[src/rtl/sltp_consts.vh]
// register offsets, field positions, reset values and pattern constants for the test pattern block
`ifndef SLTP_CONSTS_VH
`define SLTP_CONSTS_VH

// register offsets
`define SLTP_OFS_TRANSPORT_TEST   12'h571
`define SLTP_OFS_SYNC_CTRL        12'h572
`define SLTP_OFS_IFACE_TEST       12'h573
`define SLTP_OFS_LINK_TEST        12'h574
`define SLTP_OFS_USER_BASE        12'h551
`define SLTP_OFS_SOFT_RESET       12'h000

// field positions and values
`define SLTP_TRANSPORT_EN_BIT     5
`define SLTP_SOFT_RESET_VAL       8'h81
`define SLTP_SYNC_IGNORE_VAL      8'hC0
`define SLTP_REG_RESET            8'h00

// interface test modes
`define SLTP_MODE_OFF             4'h0
`define SLTP_MODE_CHECKER         4'h1
`define SLTP_MODE_TOGGLE          4'h2
`define SLTP_MODE_PN31            4'h3
`define SLTP_MODE_PRBS_TWENTYTHREE_PATTERN            4'h4
`define SLTP_MODE_PN15            4'h5
`define SLTP_MODE_PN9             4'h6
`define SLTP_MODE_PN7             4'h7
`define SLTP_MODE_RAMP            4'h8
`define SLTP_MODE_USER_REPEAT     4'hE
`define SLTP_MODE_USER_SINGLE     4'hF

// injection points
`define SLTP_INJ_SAMPLE           2'b00
`define SLTP_INJ_PHY10            2'b01
`define SLTP_INJ_SCR8             2'b10

// checkerboard words and seeds
`define SLTP_CHECKER_A            16'h5555
`define SLTP_CHECKER_B            16'hAAAA
`define SLTP_SEED_PN31            31'h0003AFFF
`define SLTP_SEED_PRBS_TWENTYTHREE_PATTERN            23'h003AFF
`define SLTP_SEED_PN15            15'h03AF
`define SLTP_SEED_PN9             9'h092
`define SLTP_SEED_PN7             7'h07

`endif

[src/rtl/sltp_pattern_gen.v]
// serial link test pattern generator with byte-wide register port
`timescale 1ns/1ps
`include "sltp_consts.vh"

// Contract
// - transport sample test bit replaces normal data with raw sample stream; here the bit only sets pat_active, mode 0 sends sample_in either way
// - low four bits of test control pick the pattern; zero means off
// - injection field: 00 sample input, 01 10-bit symbols, 10 8-bit octets
// - mode 1 alternates 5555/AAAA; mode 2 toggles zeros and ones
// - PN modes use listed polynomials and seeds for 31,23,15,9,7 bits
// - ramp counts up by one, wrapping at injection word width
// - mode E loops through four user words continuously
// - mode F sends four user words once then zeros
// - sample injection: all samples in a frame share one word, advance per frame
// - 10-bit injection uses user bits 15:6 and 155/2AA checkerboard
// - 8-bit injection uses user bits 15:9 and 55/AA checkerboard
// - three-bit link layer test field selects link layer test sequences
// - leaving test mode needs soft reset write of 81, bit clears itself
module sltp_pattern_gen #(
    parameter NUM_CONV    = 2,
    parameter SAMP_FRAME  = 2
) (
    // clock and reset
    input  wire        clk_sys,
    input  wire        rst_n,
    // register port
    input  wire        reg_wr,
    input  wire        reg_rd,
    input  wire [11:0] reg_addr,
    input  wire [7:0]  reg_wdata,
    output reg  [7:0]  reg_rdata,
    // normal data and link sync
    input  wire [15:0] sample_in,
    input  wire        link_sync_request_in_n,
    // pattern output stream
    output wire        pat_valid,
    input  wire        pat_ready,
    output wire [15:0] pat_data,
    output wire [1:0]  pat_inject_point,
    output reg         pat_active,
    output reg  [2:0]  link_test_sel,
    output wire        link_sync_req_n,
    output reg         soft_reset_pulse
);

    // ----------------------------------------
    // registers
    // ----------------------------------------
    reg [7:0]  transport_sample_test_ctrl_reg;
    reg [7:0]  sync_ctrl_reg;
    reg [7:0]  interface_test_mode_ctrl_reg;
    reg [7:0]  link_layer_test_ctrl_reg;
    reg [15:0] user_pattern_word [0:3];
    reg [3:0]  mode_prev_reg;
    reg [30:0] lfsr_reg;
    reg [15:0] ramp_reg;
    reg [1:0]  user_idx_reg;
    reg        user_done_reg;
    reg        phase_reg;
    reg [7:0]  frame_cnt_reg;
    reg        sync_meta_reg;
    reg        sync_sync_reg;

    wire [3:0] mode   = interface_test_mode_ctrl_reg[3:0];
    wire [1:0] inj    = interface_test_mode_ctrl_reg[5:4];
    wire       tp_en  = transport_sample_test_ctrl_reg[`SLTP_TRANSPORT_EN_BIT];
    wire       fill_ready;
    wire       gen_valid = (mode == mode_prev_reg);  // no push in the restart cycle
    wire       frame_last;
    wire       step;
    wire [15:0] word_raw;
    reg  [15:0] word_sel;

    assign pat_inject_point = inj;
    // sample injection repeats each word over all samples of a frame
    assign frame_last = (inj != `SLTP_INJ_SAMPLE) ||
                        (frame_cnt_reg == NUM_CONV * SAMP_FRAME - 1);
    assign step = fill_ready && frame_last;

    // mask a 16-bit word to the width of the injection point
    function [15:0] fit_width;
        input [15:0] w;
        input [1:0]  ip;
        begin
            case (ip)
                `SLTP_INJ_PHY10: fit_width = {6'h00, w[9:0]};
                `SLTP_INJ_SCR8:  fit_width = {8'h00, w[7:0]};
                default:         fit_width = w;
            endcase
        end
    endfunction

    // user word taken from the top bits for the narrow injection points
    function [15:0] user_fit;
        input [15:0] w;
        input [1:0]  ip;
        begin
            case (ip)
                `SLTP_INJ_PHY10: user_fit = {6'h00, w[15:6]};
                `SLTP_INJ_SCR8:  user_fit = {9'h000, w[15:9]};
                default:         user_fit = w;
            endcase
        end
    endfunction

    // ----------------------------------------
    // register writes and soft reset
    // ----------------------------------------
    always @(posedge clk_sys) begin
        if (!rst_n) begin
            transport_sample_test_ctrl_reg <= `SLTP_REG_RESET;
            sync_ctrl_reg                  <= `SLTP_REG_RESET;
            interface_test_mode_ctrl_reg   <= `SLTP_REG_RESET;
            link_layer_test_ctrl_reg       <= `SLTP_REG_RESET;
            soft_reset_pulse               <= 1'b0;
            user_pattern_word[0]           <= 16'h0000;
            user_pattern_word[1]           <= 16'h0000;
            user_pattern_word[2]           <= 16'h0000;
            user_pattern_word[3]           <= 16'h0000;
        end else begin
            soft_reset_pulse <= 1'b0;                                   // self clearing
            if (reg_wr && reg_addr == `SLTP_OFS_SOFT_RESET &&
                reg_wdata == `SLTP_SOFT_RESET_VAL) begin
                // soft reset returns all test controls to normal mode
                soft_reset_pulse               <= 1'b1;
                transport_sample_test_ctrl_reg <= `SLTP_REG_RESET;
                sync_ctrl_reg                  <= `SLTP_REG_RESET;
                interface_test_mode_ctrl_reg   <= `SLTP_REG_RESET;
                link_layer_test_ctrl_reg       <= `SLTP_REG_RESET;
            end else if (reg_wr) begin
                case (reg_addr)
                    `SLTP_OFS_TRANSPORT_TEST: transport_sample_test_ctrl_reg <= reg_wdata;
                    `SLTP_OFS_SYNC_CTRL:      sync_ctrl_reg                  <= reg_wdata;
                    // a zero mode write is ignored: only soft reset leaves test mode
                    `SLTP_OFS_IFACE_TEST:
                        if (reg_wdata[3:0] != `SLTP_MODE_OFF || mode == `SLTP_MODE_OFF)
                            interface_test_mode_ctrl_reg <= reg_wdata;
                    `SLTP_OFS_LINK_TEST:      link_layer_test_ctrl_reg <= reg_wdata;
                    default: begin
                        if (reg_addr >= `SLTP_OFS_USER_BASE &&
                            reg_addr <  `SLTP_OFS_USER_BASE + 12'd8) begin
                            // odd offset low byte, even offset high byte
                            if (reg_addr[0])
                                user_pattern_word[reg_addr[2:1]][7:0]  <= reg_wdata;
                            else
                                user_pattern_word[reg_addr[2:1] - 2'd1][15:8] <= reg_wdata;
                        end
                    end
                endcase
            end
        end
    end

    // ----------------------------------------
    // register reads
    // ----------------------------------------
    always @(posedge clk_sys) begin
        if (!rst_n)
            reg_rdata <= 8'h00;
        else if (reg_rd) begin
            case (reg_addr)
                `SLTP_OFS_TRANSPORT_TEST: reg_rdata <= transport_sample_test_ctrl_reg;
                `SLTP_OFS_SYNC_CTRL:      reg_rdata <= sync_ctrl_reg;
                `SLTP_OFS_IFACE_TEST:     reg_rdata <= interface_test_mode_ctrl_reg;
                `SLTP_OFS_LINK_TEST:      reg_rdata <= {pat_active, 4'h0,
                                                        link_layer_test_ctrl_reg[2:0]};
                default:                  reg_rdata <= 8'h00;
            endcase
        end
    end

    // ----------------------------------------
    // sync request input synchroniser and masking
    // ----------------------------------------
    always @(posedge clk_sys) begin
        if (!rst_n) begin
            sync_meta_reg <= 1'b1;
            sync_sync_reg <= 1'b1;
        end else begin
            sync_meta_reg <= link_sync_request_in_n;
            sync_sync_reg <= sync_meta_reg;
        end
    end
    // C0 in sync control forces the request inactive during link layer tests
    assign link_sync_req_n = (sync_ctrl_reg == `SLTP_SYNC_IGNORE_VAL) ? 1'b1
                                                                      : sync_sync_reg;

    // ----------------------------------------
    // status outputs
    // ----------------------------------------
    always @(posedge clk_sys) begin
        if (!rst_n) begin
            pat_active    <= 1'b0;
            link_test_sel <= 3'b000;
        end else begin
            pat_active    <= (mode != `SLTP_MODE_OFF) || tp_en;
            link_test_sel <= link_layer_test_ctrl_reg[2:0];
        end
    end

    // ----------------------------------------
    // generator state: lfsr, ramp, user index, frame count
    // ----------------------------------------
    always @(posedge clk_sys) begin
        if (!rst_n) begin
            mode_prev_reg <= `SLTP_MODE_OFF;
            lfsr_reg      <= 31'h0;
            ramp_reg      <= 16'h0000;
            user_idx_reg  <= 2'd0;
            user_done_reg <= 1'b0;
            phase_reg     <= 1'b0;
            frame_cnt_reg <= 8'h00;
        end else begin
            mode_prev_reg <= mode;
            if (mode != mode_prev_reg) begin
                // fresh start on any mode change so sequences begin at entry one
                case (mode)
                    `SLTP_MODE_PN31: lfsr_reg <= `SLTP_SEED_PN31;
                    `SLTP_MODE_PRBS_TWENTYTHREE_PATTERN: lfsr_reg <= {8'h00, `SLTP_SEED_PRBS_TWENTYTHREE_PATTERN};
                    `SLTP_MODE_PN15: lfsr_reg <= {16'h0000, `SLTP_SEED_PN15};
                    `SLTP_MODE_PN9:  lfsr_reg <= {22'h000000, `SLTP_SEED_PN9};
                    `SLTP_MODE_PN7:  lfsr_reg <= {24'h000000, `SLTP_SEED_PN7};
                    default:         lfsr_reg <= 31'h0;
                endcase
                ramp_reg      <= 16'h0000;
                user_idx_reg  <= 2'd0;
                user_done_reg <= 1'b0;
                phase_reg     <= 1'b0;
                frame_cnt_reg <= 8'h00;
            end else if (fill_ready) begin
                frame_cnt_reg <= frame_last ? 8'h00 : frame_cnt_reg + 8'h01;
                if (step) begin
                    phase_reg    <= ~phase_reg;
                    ramp_reg     <= ramp_reg + 16'h0001;
                    user_idx_reg <= user_idx_reg + 2'd1;
                    if (user_idx_reg == 2'd3)
                        user_done_reg <= 1'b1;
                    // fibonacci shift with the polynomial taps of each mode
                    case (mode)
                        `SLTP_MODE_PN31: lfsr_reg <= {lfsr_reg[29:0],
                                                      lfsr_reg[30] ^ lfsr_reg[27]};
                        `SLTP_MODE_PRBS_TWENTYTHREE_PATTERN: lfsr_reg <= {8'h00, lfsr_reg[21:0],
                                                      lfsr_reg[22] ^ lfsr_reg[17]};
                        `SLTP_MODE_PN15: lfsr_reg <= {16'h0000, lfsr_reg[13:0],
                                                      lfsr_reg[14] ^ lfsr_reg[13]};
                        `SLTP_MODE_PN9:  lfsr_reg <= {22'h000000, lfsr_reg[7:0],
                                                      lfsr_reg[8] ^ lfsr_reg[4]};
                        `SLTP_MODE_PN7:  lfsr_reg <= {24'h000000, lfsr_reg[5:0],
                                                      lfsr_reg[6] ^ lfsr_reg[5]};
                        default:         lfsr_reg <= lfsr_reg;
                    endcase
                end
            end
        end
    end

    // ----------------------------------------
    // word selection
    // ----------------------------------------
    always @* begin
        case (mode)
            `SLTP_MODE_CHECKER:
                word_sel = phase_reg ? `SLTP_CHECKER_B : `SLTP_CHECKER_A;
            `SLTP_MODE_TOGGLE:
                word_sel = phase_reg ? 16'hFFFF : 16'h0000;
            `SLTP_MODE_PN31,
            `SLTP_MODE_PRBS_TWENTYTHREE_PATTERN,
            `SLTP_MODE_PN15,
            `SLTP_MODE_PN9,
            `SLTP_MODE_PN7:
                word_sel = lfsr_reg[15:0];
            `SLTP_MODE_RAMP:
                word_sel = ramp_reg;
            `SLTP_MODE_USER_REPEAT:
                word_sel = user_fit(user_pattern_word[user_idx_reg], inj);
            `SLTP_MODE_USER_SINGLE:
                word_sel = user_done_reg ? 16'h0000
                         : user_fit(user_pattern_word[user_idx_reg], inj);
            default:
                word_sel = sample_in;
        endcase
    end
    // narrow injection points carry only the low bits of each step
    assign word_raw = fit_width(word_sel, inj);

    // ----------------------------------------
    // output buffer: a receiver stall holds the generator, no word lost
    // ----------------------------------------
    sltp_skid_buffer #(
        .WIDTH (16)
    ) u_buf (
        .clk_sys   (clk_sys),
        .rst_n     (rst_n),
        .in_valid  (gen_valid),
        .in_ready  (fill_ready),
        .in_data   (word_raw),
        .out_valid (pat_valid),
        .out_ready (pat_ready),
        .out_data  (pat_data)
    );

endmodule // sltp_pattern_gen

[src/rtl/sltp_skid_buffer.v]
// two-entry valid/ready buffer on the pattern data path
`timescale 1ns/1ps

module sltp_skid_buffer #(
    parameter WIDTH = 16
) (
    // clock and reset
    input  wire             clk_sys,
    input  wire             rst_n,
    // fill side
    input  wire             in_valid,
    output wire             in_ready,
    input  wire [WIDTH-1:0] in_data,
    // drain side
    output wire             out_valid,
    input  wire             out_ready,
    output wire [WIDTH-1:0] out_data
);

    reg [WIDTH-1:0] mem_reg [0:1];
    reg             wr_ptr_reg;
    reg             rd_ptr_reg;
    reg [1:0]       count_reg;

    wire push = in_valid && in_ready;
    wire pop  = out_valid && out_ready;

    assign in_ready  = (count_reg != 2'd2);   // honest full
    assign out_valid = (count_reg != 2'd0);   // honest empty
    assign out_data  = mem_reg[rd_ptr_reg];

    // ----------------------------------------
    // storage and pointers
    // ----------------------------------------
    always @(posedge clk_sys) begin
        if (!rst_n) begin
            wr_ptr_reg <= 1'b0;
            rd_ptr_reg <= 1'b0;
            count_reg  <= 2'd0;
        end else begin
            if (push) begin
                mem_reg[wr_ptr_reg] <= in_data;
                wr_ptr_reg          <= ~wr_ptr_reg;
            end
            if (pop)
                rd_ptr_reg <= ~rd_ptr_reg;
            if (push && !pop)
                count_reg <= count_reg + 2'd1;
            else if (pop && !push)
                count_reg <= count_reg - 2'd1;
        end
    end

endmodule // sltp_skid_buffer
[config.mk]
export PLATFORM = sky130hd
export DESIGN_NAME = sltp_pattern_gen
export DESIGN_NICKNAME = d
export VERILOG_FILES = /design/src/rtl/sltp_pattern_gen.v /design/src/rtl/sltp_skid_buffer.v
export VERILOG_INCLUDE_DIRS = /design/src /design/src/rtl
export SDC_FILE = /design/constraint.sdc
export NUM_CORES = 1
export LEC_CHECK = 0
export BUFFER_PORTS_ARGS = -buffer_cell sky130_fd_sc_hd__buf_2
export CORE_UTILIZATION = 60
export DETAILED_ROUTE_END_ITERATION = 6
export MAX_ROUTING_LAYER = met4
export PLACE_DENSITY = 0.86
export SYNTH_ARGS = -nofsm -noshare
export SYNTH_HDL_FRONTEND = slang
export SYNTH_SLANG_ARGS = --single-unit
[constraint.sdc]
create_clock -name clk_sys -period 3.6 [get_ports clk_sys]
set_input_delay 0.18 -clock clk_sys [delete_from_list [all_inputs] [get_ports clk_sys]]
set_output_delay 0.18 -clock clk_sys [all_outputs]
set_load 0.02 [all_outputs]
==> impl_metrics.json <==
{
  "portBuffers": 74,
  "slew_headroom_pct": 17.5,
  "syn-num-nets": 972,
  "worstSkewPairLatency_ns": 0.50,
  "cp.required_ns": 3.82,
  "finalCritPeriodShare_pct": 76.7,
  "drtAntennaViolNets": 0,
  "crit_type": "reg -> reg",
  "grt_pass1_vias": 7073,
  "drive_gt1_share_pct": 18.3,
  "cts-resized-gates": 0,
  "vias": 7511,
  "yosysSeqAreaShare_pct": 52.3,
  "drc": 0,
  "cts-root-buf": "clkbuf_16",
  "track_usage_pct": 30.1,
  "place_hpwl_um": 16300,
  "area_growth_syn_to_layout_pct": 12.7,
  "ys.flop_type": "dfxtp_1",
  "post_cts_buffers": 0,
  "dieArea_um2": 16800,
  "gr-total-overflow": 0,
  "worst_pin_slew_ns": 1.23,
  "synth_enable_flop_cells": 96,
  "yosys_warnings": 0,
  "p_sw_mw": 1.41,
  "fill_cells": 1148,
  "cp_slowest_cell": "dfxtp_1",
  "p_comb_share_pct": 12.8,
  "fin_crit_ns": 2.76,
  "critPathMaxStageDelay_ns": 0.77,
  "drt_iter0_drc": 792,
  "postPlaceCellArea_um2": 10300,
  "vdd_drop_max_mv": 0.388,
  "dpl.cell_count": 1171,
  "clkPwrFrac_pct": 38.2,
  "hold_path.class": "in -> reg",
  "end_kind": "flip-flop",
  "hold_viol_final": 0,
  "rows": 46,
  "die_w_um": 130,
  "finalNonFillerCells": 1213,
  "postSynthAreaPerCell_um2": 10.6,
  "nets": 1030,
  "final_common_cell": "dfxtp_1",
  "cp.arrival_ns": 2.98,
  "power.leakage_nw": 3.93,
  "cp_cell_sequence": "clkinv_1 -> nor4_2 -> buf_4 -> nor3_1 -> a221oi_1 -> a21oi_1",
  "most-common-layout-cells": "dfxtp_1 (112), edfxtp_1 (96), nor2_1 (93)",
  "cts_buffers": 22,
  "fin_area_um2": 11000,
  "core-area_um2": 15900,
  "grt_first_pass_wirelength_um": 37800,
  "tns_ns": 0,
  "antenna_cells": 0,
  "grt_max_degree": 36,
  "powerDensity_nw_per_um2": 502,
  "switching_share_pct": 25.4,
  "numClockSinks": 208,
  "viasPerCell": 6.19,
  "ios": 75,
  "setup_viol": 0,
  "start_kind": "flip-flop",
  "largest_reg_flops": 64,
  "rsz0062_at_grt": "false",
  "seq_power_share_pct": 49.1,
  "drv_slew": 0,
  "drt-total-wl_um": 24000,
  "clkTransAtPathRegs_ns": 0.06,
  "routabilityCongestion": 0.892,
  "status": "complete, no violations",
  "fmax_ghz": 0.362,
  "cts_hold_buf": 2,
  "synth_cell_type_count": 66,
  "start_util_pct": 61.6,
  "antenna_found_initial": 0,
  "drt_pass1_iterations": 7,
  "drv_cap": 0,
  "fin_worst_skew_ns": 0.0116,
  "power_mw": 5.55,
  "crit_fanout": 19,
  "syn_area_um2": 9790,
  "htreeDepth": 1,
  "async_flop_share_pct": 0,
  "cts_tree": "built",
  "fp.dieH_um": 130,
  "synthCells": 923,
  "r2r_setup_slack_ns": 0.84,
  "p_int_mw": 4.14,
  "routedWlPerCell_um": 19.8,
  "ys_ff_latch": 208,
  "cts_buffer_depth": 3
}
==> power groups by stage <==
stage | clock network [mW] | registers [mW] | logic (mW)
finish | 2.12 | 2.72 | 0.708
global route | 2.23 | 2.74 | 0.763
CTS | 2.15 | 2.72 | 0.704
detailed placement | 0 | 2.77 | 0.694
global placement | 0 | 2.76 | 0.678
floorplan | 0 | 2.71 | 0.513
==> routing by layer <==
layer / global-route usage [%] / part of all wire, % / up-vias
met3: 4.47 / 8.6 / 83
met5: - / 0 / -
met1: 38.9 / 41 / 3510
met2: 48.0 / 47 / 438
li1: - / - / 3480
met4: 11.8 / 3.8 / 0
==> cell families after synthesis <==
logic type	Yosys count	share of synthesized area (%)
compound gates	154	10.9
xor+xnor	37	3.31
fa+ha+maj	7	0.894
buf+inv	83	3.55
flops	208	52.3
mux	79	10.0
simple gates	355	19.0
==> area by class of cell <==
cell class | count | area (µm²) | area share, %
Inverter | 18 | 67.6 | 0.612
Tap cell | 216 | 270 | 2.45
Clock inverter | 7 | 31.3 | 0.283
Timing Repair Buffer | 99 | 563 | 5.10
Multi-Input combinational cell | 632 | 4340 | 39.3
Clock buffer | 33 | 643 | 5.83
Sequential cell | 208 | 5120 | 46.4
==> final timing paths <==
path | depth (start not counted) | end | start
max | 6 | u_buf.mem_reg[0][0]$_DFFE_PP_ | interface_test_mode_ctrl_reg[3]$_SDFFE_PP0P_
min | 2 | u_buf.mem_reg[0][3]$_DFFE_PP_ | sample_in[3]
max reg2reg | 6 | u_buf.mem_reg[0][0]$_DFFE_PP_ | interface_test_mode_ctrl_reg[3]$_SDFFE_PP0P_
min reg2reg | 1 | sync_sync_reg$_SDFF_PN1_ | sync_meta_reg$_SDFF_PN1_
==> cell usage after synthesis (all sizes together), types with 5 or more instances <==
cell type / number / share of area, %
a222oi: 6 / 0.61
a31oi: 10 / 0.64
nor3: 16 / 0.98
nor4: 16 / 1.6
nand3: 22 / 1.1
inv: 16 / 0.61
o211ai: 7 / 0.54
or3: 9 / 0.59
a22oi: 20 / 1.5
nor2: 97 / 3.8
clkbuf: 43 / 1.6
nand2: 75 / 2.9
a211oi: 8 / 0.61
mux4: 13 / 3.0
edfxtp: 96 / 29
and3: 30 / 1.9
buf: 22 / 1.2
dfxtp: 112 / 23
nand4: 11 / 0.70
a221oi: 5 / 0.45
a21oi: 28 / 1.4
o21ai: 31 / 1.6
mux2i: 45 / 4.6
nor2b: 5 / 0.32
mux2: 21 / 2.4
ha: 7 / 0.89
nand2b: 9 / 0.57
and2: 49 / 3.1
xnor2: 24 / 2.1
xor2: 13 / 1.2
==> through the flow <==
step	utilization (%)	setup slack, ns	hold WS [ns]
2_1_floorplan	-	0.771	0.281
4_1_cts	69.5	0.910	0.00785
3_5_place_dp	65.1	0.994	0.365
5_1_grt	69.5	0.677	0.0197
3_3_place_gp	65.1	1.07	0.361
6_report	69.5	0.839	0.0168
==> worst max-delay path: cells and delay by family (launching register included) <==
kind / cells / cell delay, ns
simple gates: 2 / 0.39
buf+inv: 2 / 0.76
flops: 1 / 0.77
compound gates: 2 / 0.55
Power figures use the tool's default switching activity.
